## src/rtl/dac_pkg.sv

```systemverilog
// Shared constants and types for the two-wire converter control block
// Behaviour
// - Address LSB follows address-select pin level.
// - Data goes to converter or input register.
// - Both registers hold while power stays applied.
// - Code is unsigned 10-bit straight binary.
// - Reset clears registers, powers down, high termination.
// - Three power-down modes: float, low, high.
// - Two mode bits: 00 up, then modes 1-3.
// - Power-down keeps data; wake restores old code.
// - Slave only; never drives clock or starts.
// - START/STOP framing; eight bits plus acknowledge.
// - Data stable while clock high; changes are conditions.
// - START is data fall, STOP rise, clock high.
// - After STOP or mismatch, ignore clock until START.
// - STOP honoured anywhere except START's own high pulse.
// - Back-to-back writes allowed; reads need repeated START.
// - Acknowledge received bytes by holding data low.
// - Release data in ninth clock, sample master acknowledge.
// - Idle waits START, compares address bit by bit.
// - Eighth address bit: zero write, one read.
// - Four-bit command field selects register action.
// - Update at acknowledge falling edge; aborted writes ignored.
package dac_pkg;

   // Preset upper slave address bits, value arbitrary
   localparam logic [5:0] ADDR_HIGH = 6'h08;
   localparam logic [3:0] BYTE_BITS = 4'h8;

   // Command field values
   localparam logic [3:0] CMD_LOAD_BOTH = 4'hC;
   localparam logic [3:0] CMD_LOAD_IN = 4'hD;
   localparam logic [3:0] CMD_LOAD_SWAP = 4'hE;
   localparam logic [3:0] CMD_COPY = 4'hF;
   localparam logic [1:0] CMD_POWER_PFX = 2'h1;

   // Power mode bits
   localparam logic [1:0] PWR_UP = 2'h0;
   localparam logic [1:0] PWR_FLOAT = 2'h1;
   localparam logic [1:0] PWR_TERM_LOW = 2'h2;
   localparam logic [1:0] PWR_TERM_HIGH = 2'h3;

   // Reset values
   localparam logic [1:0] MODE_RESET = PWR_TERM_HIGH;
   localparam logic [9:0] CODE_RESET = 10'h000;
   localparam logic [2:0] SYNC_RESET = 3'h3;
   localparam logic CTRL_RESET = 1'b1;

   // Register offsets and field positions
   localparam logic [3:0] REG_CTRL = 4'h0;
   localparam logic [3:0] REG_STATUS = 4'h4;
   localparam logic [3:0] REG_CODES = 4'h8;
   localparam int CTRL_EN_POS = 0;
   localparam int STAT_MODE_POS = 0;
   localparam int STAT_BUSY_POS = 4;
   localparam int STAT_LSB_POS = 8;
   localparam int CODES_DAC_POS = 0;
   localparam int CODES_IN_POS = 16;

   typedef enum logic [2:0] {ST_IDLE, ST_ADDR, ST_CMD, ST_DATA, ST_TX} link_state_t;

endpackage : dac_pkg

```

## src/rtl/dac_two_wire_slave.sv

```systemverilog
// Two-wire slave, data registers and power mode control of the converter
module dac_two_wire_slave (
   // System
   input wire logic clk_sys,
   input wire logic resetn,
   // Wishbone slave
   input wire logic wb_cyc_i,
   input wire logic wb_stb_i,
   input wire logic wb_we_i,
   input wire logic [3:0] wb_adr_i,
   input wire logic [3:0] wb_sel_i,
   input wire logic [31:0] wb_dat_i,
   output logic [31:0] wb_dat_o,
   output logic wb_ack_o,
   // Two-wire pins
   input wire logic scl,
   input wire logic sdaIn,
   output logic sdaOut,
   output logic sdaOe,
   input wire logic addrSelPin,
   // Converter side
   output logic [9:0] converterCode,
   output logic [1:0] powerMode,
   output logic bufferEnable,
   output logic termLowEn,
   output logic termHighEn
);

   logic [2:0] syncd;
   logic sclS, sdaS, addrLsbS;
   logic sclPrev_ff, sdaPrev_ff, startSeen_ff;
   logic sclRise, sclFall, startCond, stopCond, stopOk;
   dac_pkg::link_state_t state_ff;
   logic [3:0] bitCnt_ff;
   logic [7:0] shift_ff, cmdByte_ff;
   logic [6:0] addrCmp_ff;
   logic ackSlot_ff, masterAck_ff, txSecond_ff, sdaOe_ff, sdaOut_ff;
   logic [9:0] inputReg_ff, dacReg_ff;
   logic [1:0] mode_ff;
   logic bufEn_ff, termLow_ff, termHigh_ff;
   logic ctrlEn_ff, wbAck_ff;
   logic [31:0] wbDat_ff;
   logic commit;
   logic [3:0] cmd;
   logic [9:0] codeRx;
   logic [7:0] txFirst, txNext;

   // Read-back byte: first carries D9-D6, second D5-D0 padded
   function automatic logic [7:0] txByte(input logic second, input logic [9:0] code);
      txByte = second ? {code[5:0], 2'b00} : {4'h0, code[9:6]};
   endfunction : txByte

   function automatic logic [31:0] regRead(input logic [3:0] adr);
      regRead = 32'h0000_0000;
      unique case (adr)
         dac_pkg::REG_CTRL:
            regRead[dac_pkg::CTRL_EN_POS] = ctrlEn_ff;
         dac_pkg::REG_STATUS:
         begin
            regRead[dac_pkg::STAT_MODE_POS +: 2] = mode_ff;
            regRead[dac_pkg::STAT_BUSY_POS] = (state_ff != dac_pkg::ST_IDLE);
            regRead[dac_pkg::STAT_LSB_POS] = addrLsbS;
         end
         dac_pkg::REG_CODES:
         begin
            regRead[dac_pkg::CODES_DAC_POS +: 10] = dacReg_ff;
            regRead[dac_pkg::CODES_IN_POS +: 10] = inputReg_ff;
         end
         default:
            regRead = 32'h0000_0000;
      endcase
   endfunction : regRead

   // Pins pass two flops before any decoding
   sync_two_flop u_sync (
      .clk_sys(clk_sys),
      .resetn(resetn),
      .asyncIn({addrSelPin, sdaIn, scl}),
      .syncOut(syncd)
   );

   assign sclS = syncd[0];
   assign sdaS = syncd[1];
   assign addrLsbS = syncd[2];
   assign txFirst = txByte(1'b0, dacReg_ff);
   assign txNext = txByte(1'b1, dacReg_ff);

   always_ff @(posedge clk_sys or negedge resetn)
   begin
      if (!resetn)
      begin
         sclPrev_ff <= 1'b1;
         sdaPrev_ff <= 1'b1;
      end
      else
      begin
         sclPrev_ff <= sclS;
         sdaPrev_ff <= sdaS;
      end
   end

   assign sclRise = sclS && !sclPrev_ff;
   assign sclFall = !sclS && sclPrev_ff;
   // Conditions are data edges while clock stays high
   assign startCond = sclS && sclPrev_ff && sdaPrev_ff && !sdaS;
   assign stopCond = sclS && sclPrev_ff && !sdaPrev_ff && sdaS;
   // STOP in the START's own high pulse is not legal framing
   assign stopOk = stopCond && !startSeen_ff;

   always_ff @(posedge clk_sys or negedge resetn)
   begin
      if (!resetn)
         startSeen_ff <= 1'b0;
      else if (startCond)
         startSeen_ff <= 1'b1;
      else if (sclFall)
         startSeen_ff <= 1'b0;
   end

   // Link state machine; the clock is only ever sampled
   always_ff @(posedge clk_sys or negedge resetn)
   begin
      if (!resetn)
      begin
         state_ff <= dac_pkg::ST_IDLE;
         bitCnt_ff <= 4'h0;
         shift_ff <= 8'h00;
         cmdByte_ff <= 8'h00;
         addrCmp_ff <= 7'h00;
         ackSlot_ff <= 1'b0;
         masterAck_ff <= 1'b0;
         txSecond_ff <= 1'b0;
         sdaOe_ff <= 1'b0;
      end
      else if (startCond && ctrlEn_ff)
      begin
         // START or repeated START reframes whenever the control enable is set
         state_ff <= dac_pkg::ST_ADDR;
         bitCnt_ff <= 4'h0;
         ackSlot_ff <= 1'b0;
         sdaOe_ff <= 1'b0;
         addrCmp_ff <= {dac_pkg::ADDR_HIGH, addrLsbS};
      end
      else if (stopOk)
      begin
         // Aborted writes never reach the commit point
         state_ff <= dac_pkg::ST_IDLE;
         ackSlot_ff <= 1'b0;
         sdaOe_ff <= 1'b0;
      end
      else if (state_ff != dac_pkg::ST_IDLE)
      begin
         if (sclRise)
         begin
            if (ackSlot_ff)
               masterAck_ff <= !sdaS;
            else
            begin
               bitCnt_ff <= bitCnt_ff + 4'h1;
               if (state_ff != dac_pkg::ST_TX)
                  shift_ff <= {shift_ff[6:0], sdaS};
               if (state_ff == dac_pkg::ST_ADDR && bitCnt_ff < 4'h7)
               begin
                  addrCmp_ff <= {addrCmp_ff[5:0], 1'b0};
                  // Drop out at the first wrong bit
                  if (sdaS != addrCmp_ff[6])
                     state_ff <= dac_pkg::ST_IDLE;
               end
            end
         end
         else if (sclFall)
         begin
            if (ackSlot_ff)
            begin
               ackSlot_ff <= 1'b0;
               sdaOe_ff <= 1'b0;
               bitCnt_ff <= 4'h0;
               unique case (state_ff)
                  dac_pkg::ST_ADDR:
                     // Last address bit gives direction
                     if (shift_ff[0])
                     begin
                        state_ff <= dac_pkg::ST_TX;
                        txSecond_ff <= 1'b0;
                        shift_ff <= txFirst;
                        sdaOe_ff <= !txFirst[7];
                     end
                     else
                        state_ff <= dac_pkg::ST_CMD;
                  dac_pkg::ST_CMD:
                  begin
                     state_ff <= dac_pkg::ST_DATA;
                     cmdByte_ff <= shift_ff;
                  end
                  dac_pkg::ST_DATA:
                     state_ff <= dac_pkg::ST_CMD;
                  dac_pkg::ST_TX:
                     // Second byte only after the first is acknowledged
                     if (masterAck_ff && !txSecond_ff)
                     begin
                        txSecond_ff <= 1'b1;
                        shift_ff <= txNext;
                        sdaOe_ff <= !txNext[7];
                     end
                     else
                        state_ff <= dac_pkg::ST_IDLE;
                  dac_pkg::ST_IDLE:
                     state_ff <= dac_pkg::ST_IDLE;
               endcase
            end
            else if (bitCnt_ff == dac_pkg::BYTE_BITS)
            begin
               // Ninth clock: pull low when receiving, release when sending
               ackSlot_ff <= 1'b1;
               sdaOe_ff <= (state_ff != dac_pkg::ST_TX);
            end
            else if (state_ff == dac_pkg::ST_TX)
            begin
               sdaOe_ff <= !shift_ff[6];
               shift_ff <= {shift_ff[6:0], 1'b0};
            end
         end
      end
   end

   // Open drain: only ever pulls low
   always_ff @(posedge clk_sys or negedge resetn)
   begin
      if (!resetn)
         sdaOut_ff <= 1'b0;
      else
         sdaOut_ff <= 1'b0;
   end

   assign cmd = cmdByte_ff[7:4];
   assign codeRx = {cmdByte_ff[3:0], shift_ff[7:2]};
   // Commit at the falling clock that ends the data acknowledge
   assign commit = (state_ff == dac_pkg::ST_DATA) && ackSlot_ff && sclFall && !startCond && !stopOk;

   // Data registers; plain flops keep contents while powered
   always_ff @(posedge clk_sys or negedge resetn)
   begin
      if (!resetn)
      begin
         inputReg_ff <= dac_pkg::CODE_RESET;
         dacReg_ff <= dac_pkg::CODE_RESET;
      end
      else if (commit)
      begin
         unique case (cmd)
            dac_pkg::CMD_LOAD_BOTH:
            begin
               inputReg_ff <= codeRx;
               dacReg_ff <= codeRx;
            end
            dac_pkg::CMD_LOAD_IN:
               inputReg_ff <= codeRx;
            dac_pkg::CMD_LOAD_SWAP:
            begin
               inputReg_ff <= codeRx;
               dacReg_ff <= inputReg_ff;
            end
            dac_pkg::CMD_COPY:
               dacReg_ff <= inputReg_ff;
            default:
               dacReg_ff <= dacReg_ff;
         endcase
      end
   end

   // Power mode; codes untouched so wake restores output
   always_ff @(posedge clk_sys or negedge resetn)
   begin
      if (!resetn)
         mode_ff <= dac_pkg::MODE_RESET;
      else if (commit && cmd[3:2] == dac_pkg::CMD_POWER_PFX)
         mode_ff <= cmdByte_ff[3:2];
   end

   always_ff @(posedge clk_sys or negedge resetn)
   begin
      if (!resetn)
      begin
         bufEn_ff <= 1'b0;
         termLow_ff <= 1'b0;
         termHigh_ff <= 1'b1;
      end
      else
      begin
         // Any down mode turns buffer off; float selects neither
         bufEn_ff <= (mode_ff == dac_pkg::PWR_UP);
         termLow_ff <= (mode_ff == dac_pkg::PWR_TERM_LOW);
         termHigh_ff <= (mode_ff == dac_pkg::PWR_TERM_HIGH);
      end
   end

   // Wishbone: one wait state, unmapped reads return zero
   always_ff @(posedge clk_sys or negedge resetn)
   begin
      if (!resetn)
      begin
         wbAck_ff <= 1'b0;
         wbDat_ff <= 32'h0000_0000;
         ctrlEn_ff <= dac_pkg::CTRL_RESET;
      end
      else
      begin
         wbAck_ff <= wb_cyc_i && wb_stb_i && !wbAck_ff;
         if (wb_cyc_i && wb_stb_i && !wbAck_ff)
         begin
            wbDat_ff <= wb_we_i ? 32'h0000_0000 : regRead(wb_adr_i);
            if (wb_we_i && wb_sel_i[0] && wb_adr_i == dac_pkg::REG_CTRL)
               ctrlEn_ff <= wb_dat_i[dac_pkg::CTRL_EN_POS];
         end
      end
   end

   assign wb_ack_o = wbAck_ff;
   assign wb_dat_o = wbDat_ff;
   assign sdaOe = sdaOe_ff;
   assign sdaOut = sdaOut_ff;
   assign converterCode = dacReg_ff;
   assign powerMode = mode_ff;
   assign bufferEnable = bufEn_ff;
   assign termLowEn = termLow_ff;
   assign termHighEn = termHigh_ff;
endmodule : dac_two_wire_slave

```

## src/rtl/sync_two_flop.sv

```systemverilog
// Two-flop synchroniser for the serial pins and address strap
module sync_two_flop (
   // Clock and reset
   input wire logic clk_sys,
   input wire logic resetn,
   // Pins in, synchronised levels out
   input wire logic [2:0] asyncIn,
   output logic [2:0] syncOut
);

   logic [2:0] meta_ff;
   logic [2:0] sync_ff;

   always_ff @(posedge clk_sys or negedge resetn)
   begin
      if (!resetn)
      begin
         meta_ff <= dac_pkg::SYNC_RESET;
         sync_ff <= dac_pkg::SYNC_RESET;
      end
      else
      begin
         meta_ff <= asyncIn;
         sync_ff <= meta_ff;
      end
   end

   assign syncOut = sync_ff;

endmodule : sync_two_flop
```

## config.mk

```make
export PLATFORM = sky130hd
export DESIGN_NAME = dac_two_wire_slave
export DESIGN_NICKNAME = d
export VERILOG_FILES = /design/src/rtl/dac_pkg.sv /design/src/rtl/dac_two_wire_slave.sv /design/src/rtl/sync_two_flop.sv
export SDC_FILE = /design/constraint.sdc
export NUM_CORES = 1
export LEC_CHECK = 0
export BUFFER_PORTS_ARGS = -buffer_cell sky130_fd_sc_hd__buf_2
export CAP_MARGIN = 30
export CORE_ASPECT_RATIO = 0.75
export CORE_MARGIN = 4
export CORE_UTILIZATION = 44
export CTS_BUF_LIST = sky130_fd_sc_hd__clkbuf_4 sky130_fd_sc_hd__clkbuf_8 sky130_fd_sc_hd__clkbuf_16
export DETAILED_ROUTE_END_ITERATION = 10
export HOLD_SLACK_MARGIN = 0.1
export PLACE_DENSITY = 0.7
export SLEW_MARGIN = 20
export SYNTH_ARGS = -nofsm -noshare
export SYNTH_HDL_FRONTEND = slang
export SYNTH_HIERARCHICAL = 1
export SYNTH_SLANG_ARGS = --single-unit
```

## constraint.sdc

```tcl
create_clock -name clk_sys -period 1.89 [get_ports clk_sys]
set_input_delay 0.189 -clock clk_sys [delete_from_list [all_inputs] [get_ports clk_sys]]
set_output_delay 0.189 -clock clk_sys [all_outputs]
set_load 0.05 [all_outputs]
```

==> After elaboration in Yosys (flattened, before gate mapping) <==
Index checks and enable logic that the tools add are counted.
{ "classes": {"bitwise_logic": 3, "n_addsub": 1, "magnitude_cmp": 1, "eq_ne": 31, "mux": 68, "n_reduce_logical": 66} }
{ "ops": {"columns": ["op", "n"], "rows": [
  ["8-bit two-way mux", 9],
  ["7-bit two-way mux", 6],
  ["3-bit two-way mux", 12],
  ["4-bit two-way mux", 7],
  ["26-bit two-way mux", 1],
  ["4-bit == test, second input constant", 6],
  ["1-bit two-way mux", 22],
  ["1-bit logical AND", 20],
  ["10-bit case mux with 2 select lines", 1],
  ["3-bit nonzero test", 6],
  ["8-bit case mux with 2 select lines", 1],
  ["3-bit case mux with 5 select lines", 1],
  ["5-bit AND reduction", 3],
  ["7-bit AND reduction", 2],
  ["2-bit nonzero test", 7],
  ["3-bit != test, second input constant", 4],
  ["4-bit nonzero test", 3],
  ["1-bit logical NOT", 11],
  ["11-bit AND reduction", 1],
  ["10-bit two-way mux", 1],
  ["1-bit case mux with 2 select lines", 5],
  ["10-bit AND reduction", 1],
  ["9-bit AND reduction", 1],
  ["3-bit by 2-bit == test with 1-bit output, second input constant", 2],
  ["27 further kinds", 37]
]} }
{ "word_totals": {"reg_bits": 102, "wordCells": 194} }

==> Longest topological paths before layout <==
{ "depth": {"ltp_word": 10, "mapped_depth": 8, "depth_no_buf": 7} }

==> Modules after synthesis <==
The synthesis kept the hierarchy.
{ "modules_own_cells": {"columns": ["module", "seq_area_each_um2", "cells_each", "instances", "area_per_inst_um2"], "rows": [
  ["dac_two_wire_slave", 2109.5, 369, 1, 4018.9],
  ["sync_two_flop", 155.1, 6, 1, 155.1]
]} }

==> Least setup slack after synthesis <==
OpenSTA, ideal clock, no wires.
{ "synth_path": {"kind": "reg-to-reg", "start": "register u_sync.sync_ff[0], in the netlist u_sync/syncOut[0]", "end": "register cmdByte_ff[0]", "setup_slack_ns": -0.161, "stages_incl_launch_ff": 8, "synth_period_minus_slack_ns": 2.051, "setup_ns": 0.125, "arrival_time_ns": 1.927, "cell_sequence": "dfstp_2 ha_1 and4b_1 buf_2 a21oi_2 nand3_1 nor3_4 mux2_2"} }
{ "synth_via": {"elab_chain_len": 6, "word_cells_on_any_way": 14, "classes_between": "bitwise: 3; reduce/logical: 11"} }
{ "synth_rtl": {"columns": ["item", "line", "rtl"], "rows": [
  ["start: declaration", "sync_two_flop.sv:12", "logic [2:0] sync_ff;"],
  ["start signal: assignment", "sync_two_flop.sv:19", "sync_ff <= dac_pkg::SYNC_RESET;"],
  ["start signal: assignment", "sync_two_flop.sv:24", "sync_ff <= meta_ff;"],
  ["1-bit logical AND", "dac_two_wire_slave.sv:105, dac_two_wire_slave.sv:106", null],
  ["1-bit logical AND, on equally long branches (2 in a row)", "dac_two_wire_slave.sv:105, dac_two_wire_slave.sv:106", null],
  ["1-bit logical AND, on equally long branches", "dac_two_wire_slave.sv:135, dac_two_wire_slave.sv:108", null],
  ["1-bit inverter (no line)", null, null],
  ["7-bit AND reduction (no line) (*)", null, null],
  ["end signal: assignment", "dac_two_wire_slave.sv:193", "cmdByte_ff <= shift_ff;"],
  ["end: declaration", "dac_two_wire_slave.sv:35", "logic [7:0] shift_ff, cmdByte_ff;"]
]} }
Mark *: on every way between the ends. The rest lies on a longest branch, timed or not.
A chain may end at the register's enable or synchronous reset.

==> Worst setup path in the final report <==
{ "layout_path": {"start": "register sclPrev_ff", "end": "register shift_ff[2]"} }
{ "layout_via": {"elab_chain_len": 6, "word_cells_on_any_way": 19, "classes_between": "eq/ne: 3; mux: 1; bitwise: 2; reduce/logical: 13"} }
{ "layout_rtl": {"columns": ["item", "line", "rtl"], "rows": [
  ["start: declaration", "dac_two_wire_slave.sv:31", "logic sclPrev_ff, sdaPrev_ff, startSeen_ff;"],
  ["start signal: assignment", "dac_two_wire_slave.sv:97", "sclPrev_ff <= sclS;"],
  ["1-bit logical AND", "dac_two_wire_slave.sv:105, dac_two_wire_slave.sv:106", null],
  ["1-bit logical AND, on equally long branches (2 in a row)", "dac_two_wire_slave.sv:105, dac_two_wire_slave.sv:106", null],
  ["1-bit logical AND, on equally long branches", "dac_two_wire_slave.sv:135, dac_two_wire_slave.sv:108", null],
  ["1-bit inverter (no line)", null, null],
  ["11-bit AND reduction (no line)", null, null],
  ["end signal: assignment", "dac_two_wire_slave.sv:161", "shift_ff <= {shift_ff[6:0], sdaS};"],
  ["end signal: assignment", "dac_two_wire_slave.sv:185", "shift_ff <= txFirst;"],
  ["end signal: assignment", "dac_two_wire_slave.sv:202", "shift_ff <= txNext;"],
  ["end: declaration", "dac_two_wire_slave.sv:35", null]
]} }
Parallel ways exist; a longest one is shown, timed or not.

==> impl_metrics.ini <==
[sta]
finalHoldViolations = 0
final_max_slew_viol_count = 0
setup_viol = 26
relSlewSlack_pct = 62.4
min_period_ps = 2010
fin_crit_sh_pct = 106
rsz0062_at_grt = true
setup_slack_ps = -119
tightest_slew_ps = 564
fmax_ghz = 0.498
clock_skew_ps = 5.10
hold_slack_ps = 196
tns_ps = -1960

[placement]
dp_hpwl_microns = 7140
preCtsSetupSlack_ps = -238
gp_congestion = 0.854
io_buffers = 50
dp.cells = 590

[synthesis]
synth-xor-area-share_pct = 0.420
synth_cells = 375
synth-seq-area-share_pct = 54.3
synth_top_area_cell = dfrtp_1
yosys.area.top_type_share_pct = 48.0
ys_warn_count = 6
yosys-top-cells-area = dfrtp_1 (48%), mux2_2 (7.6%), dfstp_2 (6.3%)
avgSynthCellArea_sq_um = 11.1
synth_adder_area_share_pct = 1.50
synth-simple-area-share_pct = 14.5
synth_top_family_by_area = simple AND/OR/NAND/NOR gates
muxShareOfSynthArea_pct = 12.1
synth-seq-cells = 90
synth_compound_area_share_pct = 11.8
yosysUniqueCellTypes = 49
synth_area_sq_um = 4170

[setup_path]
crit_buf_inv = 2
path_cells = buf_6, ha_4, and4b_1, a21oi_4, o31ai_4, nor3_4, buf_12, mux2_4
worstPathArrival_ps = 2230
cp.required_ps = 2110
crit_start = sclPrev_ff
crit_path_end = shift_ff[2]
end_kind = register
crit_fanout = 7
critPathLaunchType = register
worstRegToRegCells = 8
reg2reg_from = sclPrev_ff
path_class = reg -> reg
critPathMaxStageDelay_ps = 380
critPathSlowestCell = dfstp_2
timing.rr.end = shift_ff[2]
ff2ff_setup_slack_ps = -120
crit_family = simple AND/OR/NAND/NOR gates
worst-path-stages = 8

[finish]
drive_gt1_share_pct = 42.9
fin_nets = 537
antenna_cells = 0
fillers = 707
final_core_util_pct = 62.8
syn_to_final_growth_pct = 37.9
layoutNonFillerInstCount = 617

[status]
status = complete, but fails checks
violations = negative setup slack

[job]
max-cap-violations = 0

[global_route]
gr-total-overflow = 0
grt_use_total_pct = 20.0
grt_pass1_vias = 3285
grt_max_degree = 45
antenna_found_initial = 0
grt_pass1_wl_microns = 17500

[cts]
cts_buffers = 9
clock-sinks = 90
cts_tree = built
htreeDepth = 3
clk_pin_slew_ps = 70
cts_buffer_depth = 2
clk-insertion-delay-late_ps = 340
clock-root-buffer = clkbuf_16

[hold_path]
min_path_type = in -> reg

[drt]
drt_first_iter_violations = 227
drc = 0
wirelength_microns = 10800
vias = 3272
drtAntennaViolNets = 0
firstDrtPassIters = 4
wl_per_cell_microns = 17.6
viasPerCell = 5.30

[die]
pin_count = 98
rows = 30
die_area_sq_um = 11100
die_w_microns = 120
die_h_microns = 92.4
start_util_pct = 45.6
core_sq_um = 9160

[pwr]
leakage_uw = 0.00280
max-vdd-ir-drop_mv = 0.527
p_per_area_nw_per_um2 = 727
## cell usage after synthesis, drive strengths merged
library cell  number
a211oi             3
a21oi              8
a221o              1
a221oi             1
a22o              19
a22oi              3
a31oi              2
and2               1
and3               1
and4b              1
buf               20
clkbuf            10
conb               1
dfrtp             80
dfstp             10
ha                 5
inv               12
mux2              28
mux2i             19
nand2             45
nand2b             7
nand3             10
nand3b             3
nand4              2
nand4b             2
nand4bb            2
nor2              17
nor2b              4
nor3               8
nor3b              5
nor4               1
nor4bb             1
o2111ai            1
o21a               2
o21ai             30
o31a               1
o31ai              2
o32ai              1
or2                2
or3                1
or4b               1
xor2               2
## worst register-to-register path: cells and delay by family, from the launching register on
kind                       cells  cell delay (ps)
DFF                            1              380
AOI/OAI and AO/OA              2              390
muxes                          1              310
and+or+nand+nor                2              390
adders and majority gates      1              160
buffers and inverters          2              270
## cell type report
class	instances	area [sq um]	share of cell area, %
Clock inverter	7	101	1.76
Timing Repair Buffer	116	862	15.0
Sequential cell	90	2270	39.4
Multi-Input combinational cell	255	2090	36.4
Clock buffer	9	225	3.91
Tap cell	128	160	2.78
Inverter	12	45.0	0.783
## where the power goes
group | internal, uW | leakage (uW) | switching [uW]
clock | 1170 | 0.000158 | 765
sequential | 1950 | 0.00121 | 16.5
combinational | 97.6 | 0.00143 | 181
total | 3220 | 0.00280 | 963
## flip-flops by register name (all words and copies together), names as in the netlist, 2 cells and up
| signal | count |
|---|---|
| addrCmp_ff | 7 |
| bitCnt_ff | 4 |
| cmdByte_ff | 8 |
| converterCode | 10 |
| inputReg_ff | 10 |
| powerMode | 2 |
| shift_ff | 8 |
| state_ff | 3 |
| u_sync/meta_ff | 3 |
| u_sync/syncOut | 3 |
| wb_dat_o | 20 |
## placed cells by master, fill, tap and decap left out, drive strengths merged, types with 7 or more instances in the layout
| cell type | Yosys | final |
|---|---|---|
| dfstp | 10 | 10 |
| o21ai | 30 | 30 |
| nand3 | 10 | 10 |
| buf | 20 | 111 |
| clkbuf | 10 | 9 |
| nand2 | 45 | 45 |
| inv | 12 | 14 |
| mux2i | 19 | 19 |
| nor3 | 8 | 8 |
| mux2 | 28 | 28 |
| dfrtp | 80 | 80 |
| a22o | 19 | 19 |
| a21oi | 8 | 8 |
| conb | 1 | 13 |
| nor2 | 17 | 17 |
| nand2b | 7 | 7 |
## per-stage QoR
stage / cell area (sq um) / power (uW)
finish: 5750 / 4180
CTS: 5570 / 4200
floorplan: 4280 / 2140
global route: 5750 / 4340
detailed placement: 4980 / 2240
global placement: 4980 / 2240
## worst min-delay path by stage
stage,start,to,slack (ps),cells after the start
final,wb_adr_i[2],wb_dat_o[0],200,3
after global routing,wb_we_i,ctrlEn_ff,220,3
after CTS,wb_adr_i[2],wb_dat_o[0],190,3
after detailed placement,resetn,u_sync/syncOut[2],220,1
after global placement,resetn,u_sync/meta_ff[2],220,1
after floorplan,resetn,ackSlot_ff,-110,0
## logic make-up (layout without fill, tap and decap cells)
logic type                 after synthesis  after routing
AOI/OAI and AO/OA                       74             74
xor gates and xnor gates                 2              2
adders and majority gates                5              5
buffers and inverters                   42            144
DFF                                     90             90
muxes                                   47             47
other                                    1             13
and+or+nand+nor                        114            114
## per-layer routing
metal	wire length, microns	vias to the layer above	GRT usage, %	part of all wire [%]
met3	613	5	4.82	5.7
li1	-	1527	-	-
met2	5050	97	29.8	47
met4	45	0	3.87	0.42
met1	5120	1643	30.1	47
met5	0	-	0	0
## what timing repair did
action	4_1_cts	5_1_grt
pin swaps	13	14
hold buffers	5	0
gates resized for setup	51	36
buffers inserted	2	4
endpoints found under the setup margin	50	41
cloned	2	0
hold endpoints to repair	40	0
(Power assumes the default switching activity.)
